**config.mk**
```make
export PLATFORM = sky130hd
export DESIGN_NAME = hsbf_framer
export DESIGN_NICKNAME = d
export VERILOG_FILES = /design/src/hw/hsbf_pkg.sv /design/src/hw/hsbf_fifo.sv /design/src/hw/hsbf_framer.sv
export VERILOG_INCLUDE_DIRS = /design/src /design/src/hw
export SDC_FILE = /design/constraint.sdc
export NUM_CORES = 1
export LEC_CHECK = 0
export ABC_CLOCK_PERIOD_IN_PS = 20300
export BUFFER_PORTS_ARGS = -buffer_cell sky130_fd_sc_hd__buf_2
export CORE_MARGIN = 1
export CORE_UTILIZATION = 40
export CTS_BUF_LIST = sky130_fd_sc_hd__clkbuf_8
export CTS_CLUSTER_DIAMETER = 150
export DETAILED_ROUTE_END_ITERATION = 8
export PLACE_DENSITY = 0.55
export SLEW_MARGIN = 0
export SYNTH_ARGS = -nofsm -noshare
export SYNTH_HDL_FRONTEND = slang
export SYNTH_HIERARCHICAL = 1
export SYNTH_SLANG_ARGS = --single-unit
```
**constraint.sdc**
```tcl
create_clock -name ref_clk -period 20.3 [get_ports ref_clk]
set_input_delay 1.015 -clock ref_clk [delete_from_list [all_inputs] [get_ports ref_clk]]
set_output_delay 1.015 -clock ref_clk [all_outputs]
set_load 0.05 [all_outputs]
```
**src/hw/hsbf_map.svh**
```systemverilog
`ifndef HSBF_MAP_SVH
`define HSBF_MAP_SVH

// Register indices; byte address is four times the index
`define HSBF_DATA_IDX      10'h000
`define HSBF_STATUS_IDX    10'h001
`define HSBF_SPEED_IDX     10'h03b

// Speed register fields
`define HSBF_EXP_MSB       7
`define HSBF_EXP_LSB       5
`define HSBF_DIV_MSB       4
`define HSBF_DIV_LSB       0

// Speed reset value selects 9.6 kbit/s
`define HSBF_SPEED_RESET   8'heb

// Divisor offset used with a nonzero exponent
`define HSBF_DIV_OFFSET    13'h0021

// Status bit positions
`define HSBF_ST_RXVALID    0
`define HSBF_ST_TXFULL     1
`define HSBF_ST_TXBUSY     2
`define HSBF_ST_OVERRUN    3
`define HSBF_ST_FRAMEERR   4

// Reference and system clock rates in kHz (27120 and 20000)
`define HSBF_REF_KHZ       32'h000069f0
`define HSBF_CLK_KHZ       32'h00004e20

// Data bits per character and FIFO depth
`define HSBF_DATA_BITS     4'h8
`define HSBF_FIFO_DEPTH    32

`endif

```
**src/hw/hsbf_pkg.sv**
```systemverilog
package hsbf_pkg;

    typedef logic [31:0] hsbf_word_t;
    typedef logic [7:0]  hsbf_byte_t;

    typedef enum logic [1:0] {
        REG_NONE   = 2'b00,
        REG_DATA   = 2'b01,
        REG_STATUS = 2'b10,
        REG_SPEED  = 2'b11
    } hsbf_reg_t;

    typedef struct packed {
        hsbf_reg_t target;
        logic      write;
    } hsbf_req_t;

    typedef enum logic [1:0] {
        TX_IDLE = 2'b00,
        TX_SEND = 2'b01
    } hsbf_tx_state_t;

    typedef enum logic [1:0] {
        RX_IDLE  = 2'b00,
        RX_START = 2'b01,
        RX_DATA  = 2'b10,
        RX_STOP  = 2'b11
    } hsbf_rx_state_t;

    typedef struct packed {
        logic frameErr;
        logic overrun;
        logic txBusy;
        logic txFull;
        logic rxValid;
    } hsbf_status_t;

endpackage : hsbf_pkg

```
**src/hw/hsbf_fifo.sv**
```systemverilog
module hsbf_fifo #(
    parameter int WIDTH = 8,
    parameter int DEPTH = 32
) (
    // Clock and reset
    input  wire logic             ref_clk,
    input  wire logic             sys_rst,
    // Filling side
    input  wire logic             inValid,
    output logic                  inReady,
    input  wire logic [WIDTH-1:0] inData,
    // Draining side
    output logic                  outValid,
    input  wire logic             outReady,
    output logic      [WIDTH-1:0] outData
);
    import hsbf_pkg::*;

    localparam int AW = $clog2(DEPTH);

    logic [WIDTH-1:0] mem [DEPTH];
    logic [AW-1:0]    wrPtr_q;
    logic [AW-1:0]    rdPtr_q;
    logic [AW:0]      count_q;
    logic             push;
    logic             pop;

    assign inReady  = (count_q != (AW+1)'(DEPTH));
    assign outValid = (count_q != '0);
    assign outData  = mem[rdPtr_q];
    assign push     = inValid && inReady;
    assign pop      = outValid && outReady;

    always_ff @(posedge ref_clk) begin
        if (push) begin
            mem[wrPtr_q] <= inData;
        end
    end

    always_ff @(posedge ref_clk) begin
        if (sys_rst) begin
            wrPtr_q <= '0;
            rdPtr_q <= '0;
            count_q <= '0;
        end else begin
            if (push) begin
                wrPtr_q <= (wrPtr_q == AW'(DEPTH-1)) ? '0 : wrPtr_q + 1'b1;
            end
            if (pop) begin
                rdPtr_q <= (rdPtr_q == AW'(DEPTH-1)) ? '0 : rdPtr_q + 1'b1;
            end
            if (push && !pop) begin
                count_q <= count_q + 1'b1;
            end else if (pop && !push) begin
                count_q <= count_q - 1'b1;
            end
        end
    end

endmodule : hsbf_fifo

```
**src/hw/hsbf_framer.sv**
```systemverilog
// Operation
// - After reset the serial link runs at 9.6 kbit/s.
// - Exponent zero: bit rate is 27.12 MHz over divisor plus one.
// - Exponent nonzero: 27.12 MHz over divisor plus 33, over two to exponent minus one.
// - Each character is start bit, eight data bits, stop bit, no parity.
// - Speed register is read/write and a write changes the bit rate.
`include "hsbf_map.svh"

module hsbf_framer (
    // Clock and reset
    input  wire logic              ref_clk,
    input  wire logic              sys_rst,
    // AHB-Lite slave
    input  wire logic              hsel,
    input  wire logic [31:0]       haddr,
    input  wire logic [1:0]        htrans,
    input  wire logic              hwrite,
    input  wire logic [2:0]        hsize,
    input  wire hsbf_pkg::hsbf_word_t hwdata,
    input  wire logic              hready,
    output logic                   hreadyout,
    output logic                   hresp,
    output hsbf_pkg::hsbf_word_t   hrdata,
    // Serial pins
    input  wire logic              serialIn,
    output logic                   serialOut
);
    import hsbf_pkg::*;

    // Bit period in reference ticks scaled by the system clock rate.
    // The 20 MHz clock is slower than the reference, so the period is
    // tracked by a phase accumulator rather than a plain counter.
    function automatic logic [31:0] bitLimit(input hsbf_byte_t sel);
        logic [2:0]  expo;
        logic [12:0] div;
        logic [12:0] ticks;
        expo = sel[`HSBF_EXP_MSB:`HSBF_EXP_LSB];
        div  = {8'h00, sel[`HSBF_DIV_MSB:`HSBF_DIV_LSB]};
        if (expo == 3'h0) begin
            ticks = div + 13'h0001;
        end else begin
            ticks = (div + `HSBF_DIV_OFFSET) << (expo - 3'h1);
        end
        bitLimit = {19'h00000, ticks} * `HSBF_CLK_KHZ;
    endfunction : bitLimit

    function automatic hsbf_reg_t decodeReg(input logic [31:0] addr);
        if (addr[11:0] == {`HSBF_DATA_IDX, 2'b00}) begin
            decodeReg = REG_DATA;
        end else if (addr[11:0] == {`HSBF_STATUS_IDX, 2'b00}) begin
            decodeReg = REG_STATUS;
        end else if (addr[11:0] == {`HSBF_SPEED_IDX, 2'b00}) begin
            decodeReg = REG_SPEED;
        end else begin
            decodeReg = REG_NONE;
        end
    endfunction : decodeReg

    // Bus side state
    hsbf_req_t      req_q;
    logic           reqPend_q;
    logic           hreadyout_q;
    hsbf_word_t     hrdata_q;
    logic           hresp_q;
    hsbf_byte_t     speed_q;

    // Transmit side state
    hsbf_tx_state_t txState_q;
    logic [8:0]     txShift_q;
    logic [3:0]     txCount_q;
    logic [31:0]    txAcc_q;
    hsbf_byte_t     txSel_q;
    logic           txOut_q;

    // Receive side state
    hsbf_rx_state_t rxState_q;
    hsbf_byte_t     rxShift_q;
    logic [3:0]     rxCount_q;
    logic [31:0]    rxAcc_q;
    hsbf_byte_t     rxSel_q;
    hsbf_byte_t     rxData_q;
    logic           rxValid_q;
    logic           overrun_q;
    logic           frameErr_q;

    // Internal wiring
    logic           fifoInValid;
    logic           fifoInReady;
    logic           fifoOutValid;
    logic           fifoOutReady;
    hsbf_byte_t     fifoOutData;
    logic           stall;
    logic           done;
    logic           popRx;
    logic           clearStatus;
    logic [31:0]    txLimit;
    logic [31:0]    txSum;
    logic           txTick;
    logic [31:0]    rxLimit;
    logic [31:0]    rxSum;
    logic           rxTick;
    logic           rxDeliver;
    logic           rxBadStop;
    hsbf_status_t   status;
    hsbf_word_t     readValue;

    assign fifoInValid = reqPend_q && req_q.write && (req_q.target == REG_DATA);
    // Full FIFO holds the data phase with wait states
    assign stall       = fifoInValid && !fifoInReady;
    assign done        = reqPend_q && !stall;
    assign popRx       = done && !req_q.write && (req_q.target == REG_DATA);
    assign clearStatus = done && req_q.write && (req_q.target == REG_STATUS);

    assign status.frameErr = frameErr_q;
    assign status.overrun  = overrun_q;
    assign status.txBusy   = (txState_q != TX_IDLE) || fifoOutValid;
    assign status.txFull   = !fifoInReady;
    assign status.rxValid  = rxValid_q;

    always_comb begin
        readValue = '0;
        case (req_q.target)
            REG_DATA: begin
                readValue = {24'h000000, rxData_q};
            end
            REG_STATUS: begin
                readValue = {27'h0000000, status};
            end
            REG_SPEED: begin
                readValue = {24'h000000, speed_q};
            end
            default: begin
                readValue = '0;
            end
        endcase
    end

    // Address phase capture and data phase completion
    always_ff @(posedge ref_clk) begin
        if (sys_rst) begin
            req_q       <= '{target: REG_NONE, write: 1'b0};
            reqPend_q   <= 1'b0;
            hreadyout_q <= 1'b1;
            hrdata_q    <= '0;
            hresp_q     <= 1'b0;
        end else if (reqPend_q) begin
            if (done) begin
                reqPend_q   <= 1'b0;
                hreadyout_q <= 1'b1;
                hrdata_q    <= req_q.write ? '0 : readValue;
            end
        end else if (hsel && hready && htrans[1]) begin
            req_q       <= '{target: decodeReg(haddr), write: hwrite};
            reqPend_q   <= 1'b1;
            hreadyout_q <= 1'b0;
        end
    end

    always_ff @(posedge ref_clk) begin
        if (sys_rst) begin
            speed_q <= `HSBF_SPEED_RESET;
        end else if (done && req_q.write && (req_q.target == REG_SPEED)) begin
            speed_q <= hwdata[7:0];
        end
    end

    hsbf_fifo #(
        .WIDTH (8),
        .DEPTH (`HSBF_FIFO_DEPTH)
    ) txFifo (
        .ref_clk  (ref_clk),
        .sys_rst  (sys_rst),
        .inValid  (fifoInValid),
        .inReady  (fifoInReady),
        .inData   (hwdata[7:0]),
        .outValid (fifoOutValid),
        .outReady (fifoOutReady),
        .outData  (fifoOutData)
    );

    assign fifoOutReady = (txState_q == TX_IDLE);
    assign txLimit      = bitLimit(txSel_q);
    assign txSum        = txAcc_q + `HSBF_REF_KHZ;
    assign txTick       = (txSum >= txLimit);

    // Transmitter
    always_ff @(posedge ref_clk) begin
        if (sys_rst) begin
            txState_q <= TX_IDLE;
            txShift_q <= '0;
            txCount_q <= '0;
            txAcc_q   <= '0;
            txSel_q   <= `HSBF_SPEED_RESET;
            txOut_q   <= 1'b1;
        end else begin
            case (txState_q)
                TX_IDLE: begin
                    if (fifoOutValid) begin
                        txSel_q   <= speed_q;
                        txShift_q <= {1'b1, fifoOutData};
                        txOut_q   <= 1'b0;
                        txCount_q <= `HSBF_DATA_BITS + 4'h1;
                        txAcc_q   <= '0;
                        txState_q <= TX_SEND;
                    end
                end
                TX_SEND: begin
                    if (txTick) begin
                        txAcc_q <= txSum - txLimit;
                        if (txCount_q == 4'h0) begin
                            txState_q <= TX_IDLE;
                        end else begin
                            txOut_q   <= txShift_q[0];
                            txShift_q <= {1'b1, txShift_q[8:1]};
                            txCount_q <= txCount_q - 4'h1;
                        end
                    end else begin
                        txAcc_q <= txSum;
                    end
                end
                default: begin
                    txState_q <= TX_IDLE;
                    txOut_q   <= 1'b1;
                end
            endcase
        end
    end

    // First tick of a character lands mid start bit
    assign rxLimit   = (rxState_q == RX_START) ? (bitLimit(rxSel_q) >> 1) : bitLimit(rxSel_q);
    assign rxSum     = rxAcc_q + `HSBF_REF_KHZ;
    assign rxTick    = (rxSum >= rxLimit);
    assign rxDeliver = (rxState_q == RX_STOP) && rxTick && serialIn;
    assign rxBadStop = (rxState_q == RX_STOP) && rxTick && !serialIn;

    // Receiver
    always_ff @(posedge ref_clk) begin
        if (sys_rst) begin
            rxState_q <= RX_IDLE;
            rxShift_q <= '0;
            rxCount_q <= '0;
            rxAcc_q   <= '0;
            rxSel_q   <= `HSBF_SPEED_RESET;
            rxData_q  <= '0;
        end else begin
            case (rxState_q)
                RX_IDLE: begin
                    if (!serialIn) begin
                        rxSel_q   <= speed_q;
                        rxAcc_q   <= '0;
                        rxState_q <= RX_START;
                    end
                end
                RX_START: begin
                    if (rxTick) begin
                        rxAcc_q   <= '0;
                        rxCount_q <= '0;
                        // Glitch shorter than half a bit is dropped
                        rxState_q <= serialIn ? RX_IDLE : RX_DATA;
                    end else begin
                        rxAcc_q <= rxSum;
                    end
                end
                RX_DATA: begin
                    if (rxTick) begin
                        rxAcc_q   <= rxSum - rxLimit;
                        rxShift_q <= {serialIn, rxShift_q[7:1]};
                        rxCount_q <= rxCount_q + 4'h1;
                        if (rxCount_q == `HSBF_DATA_BITS - 4'h1) begin
                            rxState_q <= RX_STOP;
                        end
                    end else begin
                        rxAcc_q <= rxSum;
                    end
                end
                RX_STOP: begin
                    if (rxTick) begin
                        rxState_q <= RX_IDLE;
                        if (serialIn) begin
                            rxData_q <= rxShift_q;
                        end
                    end else begin
                        rxAcc_q <= rxSum;
                    end
                end
                default: begin
                    rxState_q <= RX_IDLE;
                end
            endcase
        end
    end

    // Received byte flag; a new byte wins over the read that clears it
    always_ff @(posedge ref_clk) begin
        if (sys_rst) begin
            rxValid_q <= 1'b0;
        end else if (rxDeliver) begin
            rxValid_q <= 1'b1;
        end else if (popRx) begin
            rxValid_q <= 1'b0;
        end
    end

    // Sticky errors, write one to clear, set wins
    always_ff @(posedge ref_clk) begin
        if (sys_rst) begin
            overrun_q  <= 1'b0;
            frameErr_q <= 1'b0;
        end else begin
            if (rxDeliver && rxValid_q && !popRx) begin
                overrun_q <= 1'b1;
            end else if (clearStatus && hwdata[`HSBF_ST_OVERRUN]) begin
                overrun_q <= 1'b0;
            end
            if (rxBadStop) begin
                frameErr_q <= 1'b1;
            end else if (clearStatus && hwdata[`HSBF_ST_FRAMEERR]) begin
                frameErr_q <= 1'b0;
            end
        end
    end

    assign hreadyout = hreadyout_q;
    assign hresp     = hresp_q;
    assign hrdata    = hrdata_q;
    assign serialOut = txOut_q;

endmodule : hsbf_framer

```
==> out/metrics.json <==
{
  "post_synth_num_cell_types": 99,
  "synth_enable_flop_cells": 256,
  "min_from": "hreadyout$_SDFFE_PP1P_",
  "timing.hold.worst_endpoint": "hreadyout$_SDFFE_PP1P_",
  "initialDrtViolationCount": 1208,
  "setup_repair_after_global_routing_missed_its_margin": "false",
  "maxSlewHeadroom": 0.309,
  "setup-tns-final_ns": 0,
  "worst_hold_slack_ns": 0.449,
  "cts-buffers-inserted": 73,
  "timing_hold_violations_final": 0,
  "ctsResizeCount": 0,
  "ys_seq_elements": 410,
  "kind_of_end_point_of_the_critical_path": "flip-flop",
  "fin_ws_ns": 9.85,
  "preCtsSetupSlack_ns": 9.94,
  "final_max_slew_viol_count": 0,
  "drt-wirelength-per-cell_um": 17.5,
  "grt_pass1_vias": 18400,
  "outcome": "complete, no violations",
  "place.detailed.hpwl_um": 43100,
  "worst-setup-path-type": "reg -> reg",
  "instance_count_along_the_most_critical_hold_path": 2,
  "cts.clk_slew.worst_paths_ns": 0.06,
  "post_synth_inst_count": 2520,
  "synth.avg_cell_area_um2": 10.3,
  "yosys.area_share.adder": 0.135,
  "critPathMaxStageDelay_ns": 0.71,
  "vias": 18600,
  "ff2ff_path_depth": 40,
  "synth-compound-area-share": 0.136,
  "slew_worst_pin_ns": 1.04,
  "floorplan.io_pins": 110,
  "global_route.usage.total": 0.182,
  "post-route-drc-count": 0,
  "crit_arrival_ns": 10.94,
  "post-route-period-util": 0.515,
  "synthXorXnorAreaFrac": 0.0464,
  "cts-root-buf": "sky130_fd_sc_hd__clkbuf_8",
  "setup.worst_path.start": "rxSel_q[5]$_SDFFE_PP1P_",
  "antenna_found_initial": 0,
  "yosys.area_share.simple": 0.134,
  "max_clock_freq_mhz": 95.7,
  "flow.area_growth_from_synthesis_pct": 8.51,
  "grt_pass1_wl_um": 97100,
  "initial_core_util": 0.405,
  "gr-total-overflow": 0,
  "nets": 2861,
  "most_frequent_standard_cell_in_the_layout_excluding_fill_and_tap_cells": "sky130_fd_sc_hd__edfxtp_1",
  "final_cell_mix": "sky130_fd_sc_hd__edfxtp_1 (256), sky130_fd_sc_hd__nor2_1 (218), sky130_fd_sc_hd__inv_1 (198)",
  "die_area_um2": 66100,
  "globalplace.congestion": 0.835,
  "fin_skew_ns": 0.0369,
  "via_per_inst": 5.41,
  "detail_route.first_pass.iterations": 6,
  "placeableCoreArea_um2": 64300,
  "drt_wl_total_um": 60300,
  "synth_async_sr_flop_share": 0,
  "placementRows": 93,
  "fin_crit_ns": 10.45,
  "combinational_family_with_the_most_area_after_synthesis": "compound AO/OA/AOI/OAI gates",
  "crit_path_start_kind": "flip-flop",
  "path_max_fanout": 19,
  "worstReg2RegEnd": "rxAcc_q[5]$_SDFFE_PP0P_",
  "cts_sinks": 410,
  "max_cap_viol_count": 0,
  "clock_latency_ns": 0.67,
  "timing.critical_path.required_ns": 20.79,
  "mux_contribution_to_synthesized_area": 0.0829,
  "cts_setup_buffers": 0,
  "reg2reg_setup_slack_ns": 9.85,
  "setup_violations": 0,
  "die_extent_in_y_um": 257,
  "synthesis.yosys.warnings": 6,
  "clock_tree.buffer_depth": 3,
  "tritoncts": "built",
  "cts_hold_repair.buffers": 0,
  "max_h_tree_level": 3,
  "hp-class": "reg -> reg",
  "critPathSlowestCell": "sky130_fd_sc_hd__ha_1",
  "timing.rr.start": "rxSel_q[5]$_SDFFE_PP1P_",
  "die_width_um": 257,
  "largest_net_degree_at_the_start_of_global_routing": 85,
  "drtAntennaViolNets": 0,
  "path_common_cell": "sky130_fd_sc_hd__inv_1",
  "synth_ff_type": "sky130_fd_sc_hd__edfxtp_1",
  "post_synth_instance_area_um2": 26000,
  "port_buffers": 36,
  "ys_seq_area_frac": 0.414,
  "fraction_of_final_layout_cells_with_drive_strength_greater_than_1": 0.0880
}
==> flip-flops by register name, summed over array words and instances, names as in the netlist, 2 cells and up, named ones only <==
| register | count |
|---|---|
| txShift_q | 9 |
| speed_q | 8 |
| txFifo/count_q | 6 |
| txFifo/mem | 256 |
| txSel_q | 8 |
| txAcc_q | 28 |
| rxCount_q | 4 |
| rxState_q | 2 |
| rxSel_q | 8 |
| txCount_q | 4 |
| txFifo/rdPtr_q | 5 |
| rxShift_q | 8 |
| txFifo/wrPtr_q | 5 |
| req_q | 3 |
| rxAcc_q | 28 |
| rxData_q | 8 |
| hrdata | 8 |
==> critical path, delay by kind of cell, from the launching register on <==
kind | cells | cell delay (ns)
multiplexers | 1 | 0.26
AND/OR/NAND/NOR | 11 | 2.30
XOR/XNOR | 1 | 0.11
AO/OA/AOI/OAI | 11 | 2.61
flip-flops | 1 | 0.54
buffers and inverters | 8 | 0.98
adder cells (fa/ha/maj) | 8 | 3.46
==> layout make-up <==
type	instances	area, um^2
Clock inverter	42	262
Timing Repair Buffer	47	265
Antenna cell	1	2.50
Fill cell	6054	36100
Tap cell	855	1070
Inverter	186	701
Clock buffer	86	1180
Multi-Input combinational cell	1820	14000
Sequential cell	410	10800
==> cell usage after synthesis (all sizes together) (5+ instances only) <==
master,number,area share
ha,194,0.093
nand4,23,0.0055
or2,8,0.0019
nor2b,21,0.0052
a21o,33,0.0095
and3,27,0.0065
xor2,66,0.022
o21ai,93,0.018
nor3b,6,0.0017
a31oi,22,0.0055
and2,13,0.0031
o211ai,10,0.0029
o21bai,9,0.0026
o22ai,6,0.0014
a22o,17,0.0057
inv,184,0.027
nand2b,18,0.0043
mux2i,125,0.048
a31o,5,0.0020
buf,61,0.016
nand2,198,0.030
nand3b,15,0.0043
edfxtp,256,0.30
fa,54,0.042
a21oi,149,0.029
nand3,72,0.014
a22oi,51,0.015
or4,11,0.0036
nor3,48,0.0094
nor2,220,0.032
o31ai,7,0.0036
xnor2,72,0.024
mux2,12,0.0052
a211o,20,0.0067
a211oi,18,0.0054
mux4,32,0.030
dfxtp,154,0.12
nor4,7,0.0017
or4b,6,0.0025
a222oi,13,0.0050
o21a,18,0.0052
o41ai,5,0.0017
a221oi,15,0.0053
or3,14,0.0034
clkbuf,67,0.0097
==> per-layer routing <==
layer,GRT usage,vias to the layer above,part of all wire
li1,-,9182,-
met1,0.248,8929,0.47
met2,0.294,435,0.46
met3,0.0319,88,0.046
met4,0.0551,0,0.020
met5,0,-,0
==> stage by stage <==
| stage | cells | area, um^2 | util |
|---|---|---|---|
| finish | 3447 | 28300 | 0.439 |
| global route | 3446 | 28300 | 0.439 |
| CTS | 3446 | 28300 | 0.439 |
| detailed placement | 3318 | 26800 | 0.417 |
| global placement | 3318 | 26800 | 0.417 |
| floorplan | 2544 | 26100 | - |
==> cell families after synthesis <==
| group | after synthesis |
|---|---|
| multiplexers | 169 |
| flip-flops | 410 |
| XOR/XNOR | 138 |
| AO/OA/AOI/OAI | 520 |
| AND/OR/NAND/NOR | 720 |
| other | 1 |
| buffers and inverters | 314 |
| adder cells (fa/ha/maj) | 248 |
==> worst max-delay path by stage <==
stage | end | cells after the start
6_report | rxAcc_q[5]$_SDFFE_PP0P_ | 40
3_3_place_gp | rxAcc_q[5]$_SDFFE_PP0P_ | 40
2_1_floorplan | rxAcc_q[29]$_SDFFE_PP0P_ | 40
4_1_cts | rxAcc_q[17]$_SDFFE_PP0P_ | 39
3_5_place_dp | rxAcc_q[22]$_SDFFE_PP0P_ | 39
5_1_grt | rxData_q[5]$_SDFFE_PP0P_ | 39
Power is not shown: default switching activity piles up to over one toggle a cycle in this logic, so the estimate is an artifact.
